$ cat src/rtl/irq_pkg.sv
// Shared constants for the two-level vectored interrupt handler.
package irq_pkg;

  // ****************************************************************
  // Source count and ranks
  // ****************************************************************
  localparam int NUM_SRC = 12;
  localparam int SRC_W = 4;
  localparam logic [SRC_W-1:0] RANK_EXT0 = 4'h0;
  localparam logic [SRC_W-1:0] RANK_TMR0 = 4'h1;
  localparam logic [SRC_W-1:0] RANK_EXT1 = 4'h2;
  localparam logic [SRC_W-1:0] RANK_TMR1 = 4'h3;

  // ****************************************************************
  // Vector table
  // ****************************************************************
  localparam logic [15:0] VEC_RESET = 16'h0000;
  localparam logic [15:0] VEC_BASE = 16'h0003;
  localparam logic [15:0] VEC_STEP = 16'h0008;

  // ****************************************************************
  // Register field positions and reset values
  // ****************************************************************
  localparam int GLOBAL_EN_BIT = 7;
  localparam logic [7:0] ENABLE_RESET = 8'h00;
  localparam logic [NUM_SRC-1:0] PRIO_RESET = 12'h000;
  localparam logic [NUM_SRC-1:0] PEND_RESET = 12'h000;
  localparam int PIN_SEL_W = 3;

  // ****************************************************************
  // Timing in system clocks
  // ****************************************************************
  localparam int DETECT_CLKS = 1;
  localparam int CALL_CLKS = 4;
  localparam int RETURN_CLKS = 5;
  localparam int DIV_CLKS = 8;
  localparam int MIN_RESPONSE_CLKS = DETECT_CLKS + CALL_CLKS;
  localparam int MAX_RESPONSE_CLKS = DETECT_CLKS + RETURN_CLKS + DIV_CLKS + CALL_CLKS;

  typedef enum logic [1:0] {
    SVC_NONE,
    SVC_LOW,
    SVC_HIGH
  } svc_level_t;

endpackage

$ cat src/rtl/ext_irq_detect.sv
// One external interrupt input: pin select, synchroniser and mode detection.
`timescale 1ns/1ps
module ext_irq_detect #(
  parameter int PINS = 8
) (
  // Clock and reset
  input wire logic ref_clk,
  input wire logic rst,
  // Port pins and configuration
  input wire logic [PINS-1:0] port_pins,
  input wire logic [irq_pkg::PIN_SEL_W-1:0] pin_select,
  input wire logic polarity,
  input wire logic edge_select,
  // Detection results
  output logic active_level,
  output logic edge_event
);
  import irq_pkg::*;

  initial begin
    if (PINS < 1 || PINS > (1 << PIN_SEL_W)) begin
      $error("PINS out of range");
    end
  end

  logic sync1_q;
  logic sync2_q;
  logic prev_q;
  logic pin_raw;
  logic act_now;

  // The selected pin is only observed, so routing of the pin elsewhere is untouched.
  assign pin_raw = port_pins[pin_select];

  // ****************************************************************
  // Two flip-flop synchroniser
  // ****************************************************************
  always_ff @(posedge ref_clk) begin
    // Resetting to the idle level keeps a false edge or level out of the first cycles.
    if (rst) begin
      sync1_q <= !polarity;
      sync2_q <= !polarity;
    end else begin
      sync1_q <= pin_raw;
      sync2_q <= sync1_q;
    end
  end

  assign act_now = (sync2_q == polarity);

  always_ff @(posedge ref_clk) begin
    if (rst) begin
      prev_q <= 1'b0;
    end else begin
      prev_q <= act_now;
    end
  end

  assign active_level = act_now;
  assign edge_event = edge_select && act_now && !prev_q;
endmodule

$ cat src/rtl/vectored_irq_handler.sv
// Two-level vectored interrupt handler with twelve sources.
// Summary of operation
// - Twelve sources, each assigned one of two priority levels.
// - Pending flag sets on source event regardless of any enable.
// - Enabled pending source requests a long call to its vector after instruction.
// - Return from interrupt resumes the interrupted instruction stream.
// - Disabled source with pending flag raises no request.
// - Global enable bit 7 gates all individual enables.
// - Clearing global enable may still admit one request before single-cycle instruction.
// - Flag still set after return re-requests after exactly one instruction.
// - Software writing one to a pending flag acts like a hardware event.
// - External inputs have edge/level type and high/low polarity bits.
// - External inputs watch a selected port pin without disturbing it.
// - Edge-mode external flag clears when the call to its vector happens.
// - Level-mode external flag follows the active state of the input.
// - High priority preempts low service; high service is never preempted.
// - Higher level wins; within level lowest rank wins.
// - Requests sampled each clock; fastest response five clocks.
// - Request during return waits one instruction; worst case eighteen clocks.
// - Equal or lower request waits for return plus next instruction.
// - Vectors start at 0x0003 and step by eight per rank.
// - Only edge external and timer overflow flags clear on vectoring.
`timescale 1ns/1ps
module vectored_irq_handler #(
  parameter int PINS = 8
) (
  // Clock and reset
  input wire logic ref_clk,
  input wire logic rst,
  // Enable and priority registers
  input wire logic [7:0] irq_enable_reg,
  input wire logic [7:0] ext_irq_enable_reg,
  input wire logic [7:0] irq_priority_reg,
  input wire logic [7:0] ext_irq_priority_reg,
  // External input configuration
  input wire logic [PINS-1:0] port_pins,
  input wire logic [irq_pkg::PIN_SEL_W-1:0] ext_in0_pin_sel,
  input wire logic [irq_pkg::PIN_SEL_W-1:0] ext_in1_pin_sel,
  input wire logic ext_in0_polarity,
  input wire logic ext_in1_polarity,
  input wire logic ext_in0_edge_select,
  input wire logic ext_in1_edge_select,
  // Peripheral events and software access to pending flags
  input wire logic [irq_pkg::NUM_SRC-1:0] periph_event,
  input wire logic [irq_pkg::NUM_SRC-1:0] sw_set_pending,
  input wire logic [irq_pkg::NUM_SRC-1:0] sw_clr_pending,
  // CPU sequencer
  input wire logic instr_boundary,
  input wire logic next_multi_cycle,
  input wire logic call_taken,
  input wire logic return_done,
  // Outputs
  output logic [irq_pkg::NUM_SRC-1:0] pending_flags,
  output logic irq_request,
  output logic [15:0] irq_vector,
  output logic [irq_pkg::SRC_W-1:0] irq_rank,
  output logic in_service_low,
  output logic in_service_high
);
  import irq_pkg::*;

  initial begin
    if (PINS < 2) begin
      $error("PINS must be at least 2");
    end
  end

  // ****************************************************************
  // Functions
  // ****************************************************************
  function automatic logic [15:0] vector_of(input logic [SRC_W-1:0] rank);
    vector_of = VEC_BASE + VEC_STEP * {12'h000, rank};
  endfunction

  function automatic logic [SRC_W:0] first_set(input logic [NUM_SRC-1:0] v);
    first_set = {1'b0, 4'hf};
    for (int i = NUM_SRC - 1; i >= 0; i--) begin
      if (v[i]) begin
        first_set = {1'b1, SRC_W'(i)};
      end
    end
  endfunction

  function automatic logic hw_clears(input logic [SRC_W-1:0] rank, input logic e0,
                                     input logic e1);
    hw_clears = (rank == RANK_TMR0) || (rank == RANK_TMR1) ||
                (rank == RANK_EXT0 && e0) || (rank == RANK_EXT1 && e1);
  endfunction

  // ****************************************************************
  // External inputs
  // ****************************************************************
  logic ext0_level;
  logic ext0_edge;
  logic ext1_level;
  logic ext1_edge;

  ext_irq_detect #(
    .PINS(PINS)
  ) u_ext0 (
    .ref_clk(ref_clk),
    .rst(rst),
    .port_pins(port_pins),
    .pin_select(ext_in0_pin_sel),
    .polarity(ext_in0_polarity),
    .edge_select(ext_in0_edge_select),
    .active_level(ext0_level),
    .edge_event(ext0_edge)
  );

  ext_irq_detect #(
    .PINS(PINS)
  ) u_ext1 (
    .ref_clk(ref_clk),
    .rst(rst),
    .port_pins(port_pins),
    .pin_select(ext_in1_pin_sel),
    .polarity(ext_in1_polarity),
    .edge_select(ext_in1_edge_select),
    .active_level(ext1_level),
    .edge_event(ext1_edge)
  );

  // ****************************************************************
  // Pending flags
  // ****************************************************************
  logic [NUM_SRC-1:0] pend_q;
  logic [NUM_SRC-1:0] enable_vec;
  logic [NUM_SRC-1:0] prio_vec;
  logic [NUM_SRC-1:0] hw_event;
  logic [NUM_SRC-1:0] vec_clear;
  logic [SRC_W-1:0] win_rank;
  logic req_q;
  logic req_high_q;
  logic [SRC_W-1:0] rank_q;
  logic global_en;

  assign enable_vec = {ext_irq_enable_reg[5:0], irq_enable_reg[5:0]};
  assign prio_vec = {ext_irq_priority_reg[5:0], irq_priority_reg[5:0]};
  assign global_en = irq_enable_reg[GLOBAL_EN_BIT];

  always_comb begin
    hw_event = periph_event;
    hw_event[RANK_EXT0] = ext0_edge;
    hw_event[RANK_EXT1] = ext1_edge;
  end

  always_comb begin
    vec_clear = '0;
    // The source cleared is the one whose vector is being called, not the live winner.
    if (call_taken && req_q &&
        hw_clears(rank_q, ext_in0_edge_select, ext_in1_edge_select)) begin
      vec_clear[rank_q] = 1'b1;
    end
  end

  genvar gi;
  generate
    for (gi = 0; gi < NUM_SRC; gi++) begin : g_pend
      if (gi == RANK_EXT0 || gi == RANK_EXT1) begin : g_ext
        logic lvl_mode;
        logic lvl_in;
        assign lvl_mode = (gi == RANK_EXT0) ? !ext_in0_edge_select : !ext_in1_edge_select;
        assign lvl_in = (gi == RANK_EXT0) ? ext0_level : ext1_level;
        always_ff @(posedge ref_clk) begin
          if (rst) begin
            pend_q[gi] <= PEND_RESET[gi];
          end else if (lvl_mode) begin
            pend_q[gi] <= lvl_in;
          end else if (hw_event[gi] || sw_set_pending[gi]) begin
            pend_q[gi] <= 1'b1;
          end else if (vec_clear[gi] || sw_clr_pending[gi]) begin
            pend_q[gi] <= 1'b0;
          end
        end
      end else begin : g_int
        always_ff @(posedge ref_clk) begin
          if (rst) begin
            pend_q[gi] <= PEND_RESET[gi];
          end else if (hw_event[gi] || sw_set_pending[gi]) begin
            pend_q[gi] <= 1'b1;
          end else if (vec_clear[gi] || sw_clr_pending[gi]) begin
            pend_q[gi] <= 1'b0;
          end
        end
      end
    end
  endgenerate

  assign pending_flags = pend_q;

  // ****************************************************************
  // Global enable shadow
  // ****************************************************************
  // The enable seen by arbitration lags one instruction boundary when a clear
  // is followed by a single-cycle instruction, so one request may slip past.
  logic global_en_q;
  logic eff_global;

  always_ff @(posedge ref_clk) begin
    if (rst) begin
      global_en_q <= 1'b0;
    end else if (instr_boundary) begin
      global_en_q <= global_en;
    end
  end

  assign eff_global = global_en || (global_en_q && !next_multi_cycle);

  // ****************************************************************
  // Arbitration
  // ****************************************************************
  logic [NUM_SRC-1:0] active_req;
  logic [NUM_SRC-1:0] high_req;
  logic [SRC_W:0] hi_pick;
  logic [SRC_W:0] lo_pick;
  logic win_high;
  logic win_valid;
  logic svc_hi_q;
  logic svc_lo_q;
  logic hold_q;
  logic allowed;

  assign active_req = pend_q & enable_vec & {NUM_SRC{eff_global}};
  assign high_req = active_req & prio_vec;
  assign hi_pick = first_set(high_req);
  assign lo_pick = first_set(active_req & ~prio_vec);
  assign win_high = hi_pick[SRC_W];
  assign win_valid = hi_pick[SRC_W] || lo_pick[SRC_W];
  assign win_rank = win_high ? hi_pick[SRC_W-1:0] : lo_pick[SRC_W-1:0];

  // Preemption only for high over low; nothing preempts high service.
  assign allowed = win_high ? !svc_hi_q : (!svc_hi_q && !svc_lo_q);

  // ****************************************************************
  // Post-return hold: one instruction must execute after a return
  // ****************************************************************
  always_ff @(posedge ref_clk) begin
    if (rst) begin
      hold_q <= 1'b0;
    end else if (return_done) begin
      hold_q <= 1'b1;
    end else if (instr_boundary) begin
      hold_q <= 1'b0;
    end
  end

  // ****************************************************************
  // Request and vector outputs
  // ****************************************************************
  logic [15:0] vec_q;

  // Sampled every clock; the sequencer calls at its next instruction boundary.
  always_ff @(posedge ref_clk) begin
    if (rst) begin
      req_q <= 1'b0;
      req_high_q <= 1'b0;
      vec_q <= VEC_RESET;
      rank_q <= '0;
    end else begin
      req_high_q <= win_high;
      req_q <= win_valid && allowed && !hold_q && !return_done && !call_taken;
      vec_q <= vector_of(win_rank);
      rank_q <= win_rank;
    end
  end

  assign irq_request = req_q;
  assign irq_vector = vec_q;
  assign irq_rank = rank_q;

  // ****************************************************************
  // Service levels
  // ****************************************************************
  // Return ends the innermost level, which is high whenever it is active.
  always_ff @(posedge ref_clk) begin
    if (rst) begin
      svc_hi_q <= 1'b0;
      svc_lo_q <= 1'b0;
    end else if (call_taken && req_q) begin
      if (req_high_q) begin
        svc_hi_q <= 1'b1;
      end else begin
        svc_lo_q <= 1'b1;
      end
    end else if (return_done) begin
      if (svc_hi_q) begin
        svc_hi_q <= 1'b0;
      end else begin
        svc_lo_q <= 1'b0;
      end
    end
  end

  assign in_service_low = svc_lo_q;
  assign in_service_high = svc_hi_q;

  // ****************************************************************
  // Checks
  // ****************************************************************
  chk_disabled_no_req: assert property (@(posedge ref_clk) disable iff (rst)
    (active_req == '0) |=> !irq_request) else $error("request without enabled source");

  chk_global_mask: assert property (@(posedge ref_clk) disable iff (rst)
    (!global_en && !global_en_q) |=> !irq_request) else $error("request while masked");

  chk_hold_after_ret: assert property (@(posedge ref_clk) disable iff (rst)
    return_done |=> !irq_request) else $error("request right after return");

  chk_vector_map: assert property (@(posedge ref_clk) disable iff (rst)
    irq_request |-> irq_vector == VEC_BASE + VEC_STEP * {12'h000, irq_rank})
    else $error("vector does not match rank");

  chk_high_no_preempt: assert property (@(posedge ref_clk) disable iff (rst)
    $past(svc_hi_q) && svc_hi_q && $past(!return_done) |-> !irq_request)
    else $error("high service preempted");

  chk_return_high: assert property (@(posedge ref_clk) disable iff (rst)
    return_done && in_service_high && !call_taken |=> !in_service_high)
    else $error("return did not end high service");

  chk_pending_sets: assert property (@(posedge ref_clk) disable iff (rst)
    periph_event[5] |=> pending_flags[5]) else $error("flag not set on event");

  chk_sw_set: assert property (@(posedge ref_clk) disable iff (rst)
    sw_set_pending[8] |=> pending_flags[8]) else $error("software set lost");

  chk_edge_clear: assert property (@(posedge ref_clk) disable iff (rst)
    call_taken && irq_request && irq_rank == RANK_TMR0 && !hw_event[1] && !sw_set_pending[1]
    |=> !pending_flags[1]) else $error("timer flag not cleared on call");

  chk_level_track: assert property (@(posedge ref_clk) disable iff (rst)
    !ext_in0_edge_select && $past(!ext_in0_edge_select)
    |-> pending_flags[0] == $past(ext0_level)) else $error("level flag does not track input");

  chk_level_track_one: assert property (@(posedge ref_clk) disable iff (rst)
    !ext_in1_edge_select && $past(!ext_in1_edge_select)
    |-> pending_flags[2] == $past(ext1_level)) else $error("level flag one does not track input");

  chk_fast_resp: assert property (@(posedge ref_clk) disable iff (rst)
    win_valid && allowed && !hold_q && !return_done && !call_taken |=> irq_request)
    else $error("request not raised within one clock");
endmodule

$ cat config.mk
export PLATFORM = sky130hd
export DESIGN_NAME = vectored_irq_handler
export DESIGN_NICKNAME = d
export VERILOG_FILES = /design/src/rtl/irq_pkg.sv /design/src/rtl/ext_irq_detect.sv /design/src/rtl/vectored_irq_handler.sv
export SDC_FILE = /design/constraint.sdc
export NUM_CORES = 1
export LEC_CHECK = 0
export ABC_AREA = 0
export BUFFER_PORTS_ARGS = -buffer_cell sky130_fd_sc_hd__buf_2
export CAP_MARGIN = 20
export CORE_AREA = 2 2 76 78
export CTS_BUF_LIST = sky130_fd_sc_hd__clkbuf_8 sky130_fd_sc_hd__clkbuf_16
export CTS_CLUSTER_DIAMETER = 150
export DETAILED_ROUTE_END_ITERATION = 7
export DIE_AREA = 0 0 78 80
export GPL_TIMING_DRIVEN = 1
export PLACE_DENSITY = 0.69
export REMOVE_ABC_BUFFERS = 1
export SETUP_SLACK_MARGIN = 0.02
export SLEW_MARGIN = 20
export SYNTH_ARGS = -nofsm -noshare
export SYNTH_HDL_FRONTEND = slang
export SYNTH_SLANG_ARGS = --single-unit
$ cat constraint.sdc
create_clock -name ref_clk -period 4.3 [get_ports ref_clk]
set_input_delay 0.86 -clock ref_clk [delete_from_list [all_inputs] [get_ports ref_clk]]
set_output_delay 0.86 -clock ref_clk [all_outputs]
set_load 0.03 [all_outputs]
Yosys cells after proc, flatten, opt, wreduce, memory -nomap -nowiden
Cells that the tools add are included.
{ "op_classes": {"addsub": 1, "n_mul": 0, "n_div": 0, "order_cmp": 4, "n_eq_ne": 10, "shift": 0, "n_mux": 72, "n_bitwise": 5, "n_reduce_logical": 69} }
{ "ops": {"columns": ["operator", "n"], "rows": [
  ["two-way mux 5 bit", 24],
  ["bitwise AND 12 bit", 4],
  ["two-way mux 1 bit", 43],
  ["logical OR 1 bit", 29],
  ["nonzero test 2 bit", 12],
  ["logical AND 1 bit", 15],
  ["two-way mux 12 bit", 1],
  ["inverter 12 bit", 1],
  ["logical NOT 1 bit", 10],
  ["adder 2 x 7 -> 8 bit, first input constant", 1],
  ["== test 4 x 2 -> 1 bit, second input constant", 2],
  ["less-than comparator 3 x 4 -> 1 bit, second input constant", 2],
  ["binary-select mux 1 bit (select 3 bit)", 2],
  ["inequality test 3 x 1 -> 1 bit, second input constant", 2],
  ["less-than comparator 4 x 5 -> 1 bit, second input constant", 1],
  ["demux 1 bit (select 4 bit)", 1],
  ["== test 4 x 1 -> 1 bit, second input constant", 1],
  ["greater-or-equal comparator 4 x 1 -> 1 bit, second input constant", 1],
  ["logical NOT 4 bit", 1],
  ["two-way mux 4 bit", 1],
  ["inequality test 2 bit, second input constant", 2],
  ["AND reduction 3 bit", 1],
  ["== test 1 bit", 2],
  ["inequality test 2 x 1 -> 1 bit, second input constant", 1],
  ["AND reduction 2 bit", 1]
]} }
{ "word_totals": {"ff_bits": 44, "latch_bits": 0, "mem_bits_rw": 0, "mem_bits_ro": 0, "in_bits": 92, "output_inout_bits": 35, "word_cells": 187, "mem_count": 0} }

Logic depth before layout (Yosys ltp)
{ "depth": {"word_depth": 22, "mapped_depth": 8} }

By module
A second synthesis with hierarchy kept.
{ "unflattened": {"cells_unflattened": 224, "area_unflattened_um2": 1888.1} }
{ "modules_own_cells": {"columns": ["mod", "instances", "cells_each", "area_each_um2"], "rows": [
  ["vectored_irq_handler", 1, 190, 1525.2],
  ["ext_irq_detect", 2, 17, 181.4]
]} }

Least setup slack after synthesis
OpenSTA, ideal clock, no wires.
{ "synth_timing": {"kind": "input -> register", "startpoint": "input irq_enable_reg[7]", "endpoint": "register rank_q[0] (netlist: irq_rank[0])", "arrival_time_ns": 2.080, "t_required_ns": 4.184, "path_slack_ns": 2.103, "path_stages": 6, "path_buffers": 1, "path_cell_list": "buf_2 -> o2111ai_1 -> o2111a_2 -> nor4b_4 -> nand2b_1 -> o211a_1"} }
{ "synth_between": {"elab_chain_cells": 16, "elab_cells_between_ends": 28, "cone_classes": "mux (24); bitwise (3); reduce/logical (1)"} }
{ "synth_lines": {"columns": ["item", "line_no", "source"], "rows": [
  ["start, declared", "vectored_irq_handler.sv:31", "input wire logic [7:0] irq_enable_reg,"],
  ["logical OR 1 bit *", "vectored_irq_handler.sv:208", "assign eff_global = global_en || (global_en_q && !next_multi_cycle);"],
  ["bitwise AND 12 bit *", "vectored_irq_handler.sv:224", "assign active_req = pend_q & enable_vec & {NUM_SRC{eff_global}};"],
  ["bitwise AND 12 bit", "vectored_irq_handler.sv:225", "assign high_req = active_req & prio_vec;"],
  ["two-way mux 5 bit (12 in series)", "vectored_irq_handler.sv:78", "if (v[i]) begin"],
  ["two-way mux 4 bit *", "vectored_irq_handler.sv:230", "assign win_rank = win_high ? hi_pick[SRC_W-1:0] : lo_pick[SRC_W-1:0];"],
  ["end signal, assigned", "vectored_irq_handler.sv:264", "rank_q <= win_rank;"],
  ["end, declared", "vectored_irq_handler.sv:135", "logic [SRC_W-1:0] rank_q;"]
]} }
Mark *: on every way between the ends. The rest lies on a longest branch, timed or not.
A chain may end at the register's enable or synchronous reset.

Worst setup path after layout
{ "layout_timing": {"startpoint": "input next_multi_cycle", "endpoint": "register rank_q[0] (netlist: irq_rank[0])"} }
{ "layout_between": {"elab_chain_cells": 18, "elab_cells_between_ends": 30, "cone_classes": "mux (24); bitwise (3); reduce/logical (3)"} }
{ "layout_lines": {"columns": ["item", "line_no", "source"], "rows": [
  ["start, declared", "vectored_irq_handler.sv:49", "input wire logic next_multi_cycle,"],
  ["logical NOT 1 bit *", "vectored_irq_handler.sv:208", null],
  ["logical AND 1 bit *", "vectored_irq_handler.sv:208", null],
  ["logical OR 1 bit *", "vectored_irq_handler.sv:208", null],
  ["bitwise AND 12 bit *", "vectored_irq_handler.sv:224", null],
  ["bitwise AND 12 bit", "vectored_irq_handler.sv:225", null],
  ["two-way mux 5 bit (12 in series)", "vectored_irq_handler.sv:78", null],
  ["two-way mux 4 bit *", "vectored_irq_handler.sv:230", null]
]} }
Marks and branches as above.

==> metrics.txt <==
# TYPE chip_impl_metric gauge
chip_impl_info{name="list_of_most_frequent_post_synthesis_cells",value="dfxtp_1, nor2_1, nand2_1"} 1
chip_impl_metric{name="cp_slowest_stage_delay",unit="ps"} 500
chip_impl_metric{name="postLayoutCoreUtil",unit="%"} 45.1
chip_impl_metric{name="fill_cells",unit=""} 588
chip_impl_info{name="reg2reg_to",value="irq_rank[0]$_SDFF_PP0_"} 1
chip_impl_info{name="crit_path_top_delay_cell",value="nand2b_1"} 1
chip_impl_metric{name="pwr-share-clk",unit="%"} 35.9
chip_impl_metric{name="max_cap_viol_count",unit=""} 0
chip_impl_metric{name="rrSetupSlack",unit="ps"} 2200
chip_impl_info{name="hold_path.class",value="register to register"} 1
chip_impl_metric{name="count_of_final_max_slew_check_failures",unit=""} 0
chip_impl_metric{name="final.setup.tns",unit="ps"} 0
chip_impl_metric{name="cts_made_buffers",unit=""} 5
chip_impl_metric{name="vias",unit=""} 1874
chip_impl_metric{name="count_of_warnings_emitted_by_yosys",unit=""} 0
chip_impl_metric{name="ys_seq_area_share",unit="%"} 31.9
chip_impl_info{name="run_status",value="finished, final reports clean"} 1
chip_impl_metric{name="finalClockSkew",unit="ps"} 6.47
chip_impl_metric{name="syn-mean-instance-area",unit="µm²"} 8.35
chip_impl_metric{name="cts_htree_levels",unit=""} 2
chip_impl_metric{name="cp_max_fo",unit=""} 17
chip_impl_metric{name="finalWorstSetupSlack",unit="ps"} 1780
chip_impl_metric{name="layout-area-overhead-vs-synth",unit="%"} 33.8
chip_impl_info{name="most_instantiated_library_cell_after_synthesis",value="dfxtp_1"} 1
chip_impl_info{name="path_delay_family",value="simple AND/OR/NAND/NOR gates"} 1
chip_impl_metric{name="num_antenna_cells",unit=""} 0
chip_impl_metric{name="pwr-share-comb",unit="%"} 25.8
chip_impl_metric{name="drt-wirelength-per-cell",unit="µm"} 12.6
chip_impl_metric{name="yosys.area.top_type_share",unit="%"} 31.9
chip_impl_metric{name="ys_seq_elements",unit=""} 29
chip_impl_metric{name="number_of_port_buffers",unit=""} 107
chip_impl_info{name="worstSetupEndpointType",value="register"} 1
chip_impl_metric{name="cts.path.max_buffers",unit=""} 2
chip_impl_info{name="cts-root-buf",value="clkbuf_8"} 1
chip_impl_info{name="rsz0062_at_grt",value="false"} 1
chip_impl_metric{name="p_int",unit="W"} 0.000563
chip_impl_metric{name="power.sequential.fraction",unit="%"} 38.2
chip_impl_metric{name="std_cell_rows",unit=""} 27
chip_impl_metric{name="r2r.worst_path.cells",unit=""} 6
chip_impl_info{name="r2r-start",value="global_en_q$_SDFFE_PP0P_"} 1
chip_impl_metric{name="p_switching",unit="W"} 0.000251
chip_impl_metric{name="pwr_density_cell",unit="nW/µm²"} 334
chip_impl_metric{name="gp_congestion",unit=""} 0.783
chip_impl_metric{name="syn_inst",unit=""} 218
chip_impl_metric{name="ant_nets",unit=""} 0
chip_impl_metric{name="critical_path_arrival",unit="ps"} 2700
chip_impl_metric{name="drt_iter0_drc",unit=""} 81
chip_impl_metric{name="core-area",unit="µm²"} 5410
chip_impl_metric{name="tightest_slew",unit="ps"} 619
chip_impl_metric{name="fin_crit",unit="ps"} 2520
chip_impl_metric{name="multi_input_comb_area",unit="µm²"} 1060
chip_impl_metric{name="asyncSetResetFlopFracSynth",unit="%"} 0
chip_impl_metric{name="grt_pass1_vias",unit=""} 1781
chip_impl_metric{name="post_layout_total_power",unit="W"} 0.000814
chip_impl_metric{name="globalRouteTotalUtil",unit="%"} 16.0
chip_impl_metric{name="critPathBufInv",unit=""} 1
chip_impl_metric{name="worstPathRequired",unit="ps"} 4480
chip_impl_metric{name="clkSinkCount",unit=""} 29
chip_impl_info{name="post-synth-top-area-cell",value="dfxtp_1"} 1
chip_impl_metric{name="fp.dieH",unit="µm"} 80
chip_impl_metric{name="dieArea",unit="µm²"} 6240
chip_impl_metric{name="finalSetupViolCount",unit=""} 0
chip_impl_metric{name="globalRoute.totalOverflow",unit=""} 0
chip_impl_metric{name="worst_hold_path.num_cells",unit=""} 2
chip_impl_metric{name="hold_violations",unit=""} 0
chip_impl_metric{name="start_util",unit="%"} 33.7
chip_impl_metric{name="pre_cts_ws",unit="ps"} 1450
chip_impl_metric{name="ctsResizeCount",unit=""} 0
chip_impl_metric{name="nets",unit=""} 410
chip_impl_metric{name="post_cts_hold_buffer_count",unit=""} 0
chip_impl_metric{name="fmaxAchievable",unit="MHz"} 397
chip_impl_metric{name="power.switching_fraction",unit="%"} 30.9
chip_impl_metric{name="die_width",unit="µm"} 78
chip_impl_metric{name="avgViaCountPerCell",unit=""} 4.79
chip_impl_metric{name="vdd.ir_drop.worst",unit="V"} 0.000196
chip_impl_info{name="cp-start-kind",value="input port"} 1
chip_impl_metric{name="grt_start_max_net_pins",unit=""} 29
chip_impl_info{name="path_common_cell",value="nand2b_1"} 1
chip_impl_metric{name="layout-drive-gt1-share",unit="%"} 40.1
chip_impl_metric{name="routed_wirelength",unit="mm"} 4.93
chip_impl_metric{name="hpwl",unit="mm"} 3.98
chip_impl_metric{name="grt_antenna_before_repair",unit=""} 0
chip_impl_info{name="cts_tree",value="built"} 1
chip_impl_info{name="setup.worst_path.class",value="input port to register"} 1
chip_impl_metric{name="cellLeakagePower",unit="nW"} 1.16
chip_impl_info{name="ys.flop_type",value="dfxtp_1"} 1
chip_impl_metric{name="synth-edff-count",unit=""} 0
chip_impl_info{name="synth.area.top_cells",value="dfxtp_1, buf_4, a211oi_1"} 1
chip_impl_metric{name="worst_slew_margin_rel",unit="%"} 58.7
chip_impl_metric{name="boundaryPins",unit=""} 127
chip_impl_metric{name="part_of_the_cycle_the_worst_path_needs",unit="%"} 58.6
chip_impl_info{name="hold_path_startpoint",value="u_ext1.sync1_q$_DFF_P_"} 1
chip_impl_metric{name="synth.lib_cells_used.distinct",unit=""} 44
chip_impl_metric{name="regArea",unit="µm²"} 581
chip_impl_metric{name="postCtsSetupRepairBufs",unit=""} 0
chip_impl_metric{name="detailedRoute.firstPassIterationCount",unit=""} 4
chip_impl_info{name="worstHoldEndpoint",value="u_ext1.sync2_q$_DFF_P_"} 1
chip_impl_info{name="timing.critical_path.cells",value="buf_2, nand2b_1, a211oi_1, or2_1, nor4b_4, nand2b_1, o211a_1"} 1
chip_impl_metric{name="clock_latency",unit="ps"} 280
chip_impl_metric{name="clk_pin_slew_worst_paths",unit="ps"} 60
chip_impl_metric{name="post-route-drc-count",unit=""} 0
chip_impl_metric{name="post_synth_instance_area",unit="µm²"} 1820
chip_impl_metric{name="grt_first_pass_wirelength",unit="mm"} 7.86
==> state kept, by name, indices dropped and copies added (netlist names) <==
| name | count |
|---|---|
| u_ext1.prev_q | 1 |
| irq_rank | 3 |
| irq_request | 1 |
| in_service_low | 1 |
| irq_vector | 2 |
| u_ext1.sync1_q | 1 |
| u_ext0.sync1_q | 1 |
| in_service_high | 1 |
| u_ext1.sync2_q | 1 |
| hold_q | 1 |
| u_ext0.sync2_q | 1 |
| u_ext0.prev_q | 1 |
| pending_flags | 12 |
| global_en_q | 1 |
| req_high_q | 1 |
==> logic make-up (layout without fill, tap and decap cells) <==
group	count (synthesis)	in the layout	synth area share (%)
AO/OA/AOI/OAI	71	71	28.3
other	1	10	0.206
flip-flops	29	29	31.9
AND/OR/NAND/NOR	72	72	20.5
XOR/XNOR	2	2	0.962
multiplexers	7	7	6.60
buffers and inverters	36	128	11.5
==> worst max-delay path by stage <==
stage	cells after the start	end	start
finish	7	irq_rank[0]$_SDFF_PP0_	next_multi_cycle
global route	7	irq_rank[0]$_SDFF_PP0_	next_multi_cycle
CTS	7	irq_rank[0]$_SDFF_PP0_	next_multi_cycle
global placement	7	irq_rank[0]$_SDFF_PP0_	next_multi_cycle
detailed placement	7	irq_rank[0]$_SDFF_PP0_	next_multi_cycle
floorplan	6	irq_rank[0]$_SDFF_PP0_	next_multi_cycle
==> cell usage in the layout (no fill, tap or decap), types with 2 or more instances in the layout <==
cell type / count
mux4_2: 4
a21oi_1: 18
xor2_1: 2
nand3_1: 5
nand2b_1: 13
o21a_1: 2
inv_1: 14
a31oi_1: 2
o21ai_0: 7
nor2_1: 20
nor2b_1: 2
conb_1: 10
mux2i_1: 3
o211ai_1: 3
clkbuf_8: 6
a211oi_1: 13
buf_2: 107
dfxtp_1: 29
a311oi_1: 2
nor4_1: 3
nor3_1: 3
a211o_1: 5
o2111ai_2: 2
o2111ai_1: 7
nand2_1: 19
==> worst min-delay path, stage by stage, from the launching register on <==
cell,delay (ps)
dfxtp_1,300
inv_1,40
o21ai_0,50
==> power groups by stage <==
stage | sequential [W] | clock (W) | combinational, W
2_1_floorplan | 0.000358 | 0 | 0.0000860
5_1_grt | 0.000315 | 0.000312 | 0.000232
4_1_cts | 0.000312 | 0.000300 | 0.000211
3_5_place_dp | 0.000318 | 0 | 0.000211
3_3_place_gp | 0.000317 | 0 | 0.000208
6_report | 0.000311 | 0.000293 | 0.000210
==> stage by stage <==
step           cell area, µm²  hold WS [ps]  cells
2_1_floorplan            1690           415    204
3_3_place_gp             2320           421    383
3_5_place_dp             2320           439    383
4_1_cts                  2440           447    391
5_1_grt                  2440           477    391
6_report                 2440           442    391
==> layer usage <==
| layer | vias to the layer above | GRT usage (%) | share of wire [%] |
|---|---|---|---|
| li1 | 966 | - | - |
| met1 | 843 | 19.2 | 42 |
| met2 | 60 | 28.4 | 51 |
| met3 | 5 | 3.85 | 5.9 |
| met4 | 0 | 4.74 | 1.2 |
| met5 | - | 0 | 0 |
==> cell type report <==
cell class | instances | area share [%]
multi-input cells | 162 | 43.7
flip-flops and latches | 29 | 23.8
repair buffers | 107 | 22.0
well taps | 72 | 3.70
clock buffers | 6 | 3.39
inverters | 13 | 2.00
clock inverters | 2 | 1.39
No activity file was read; power rests on OpenSTA's default activity.
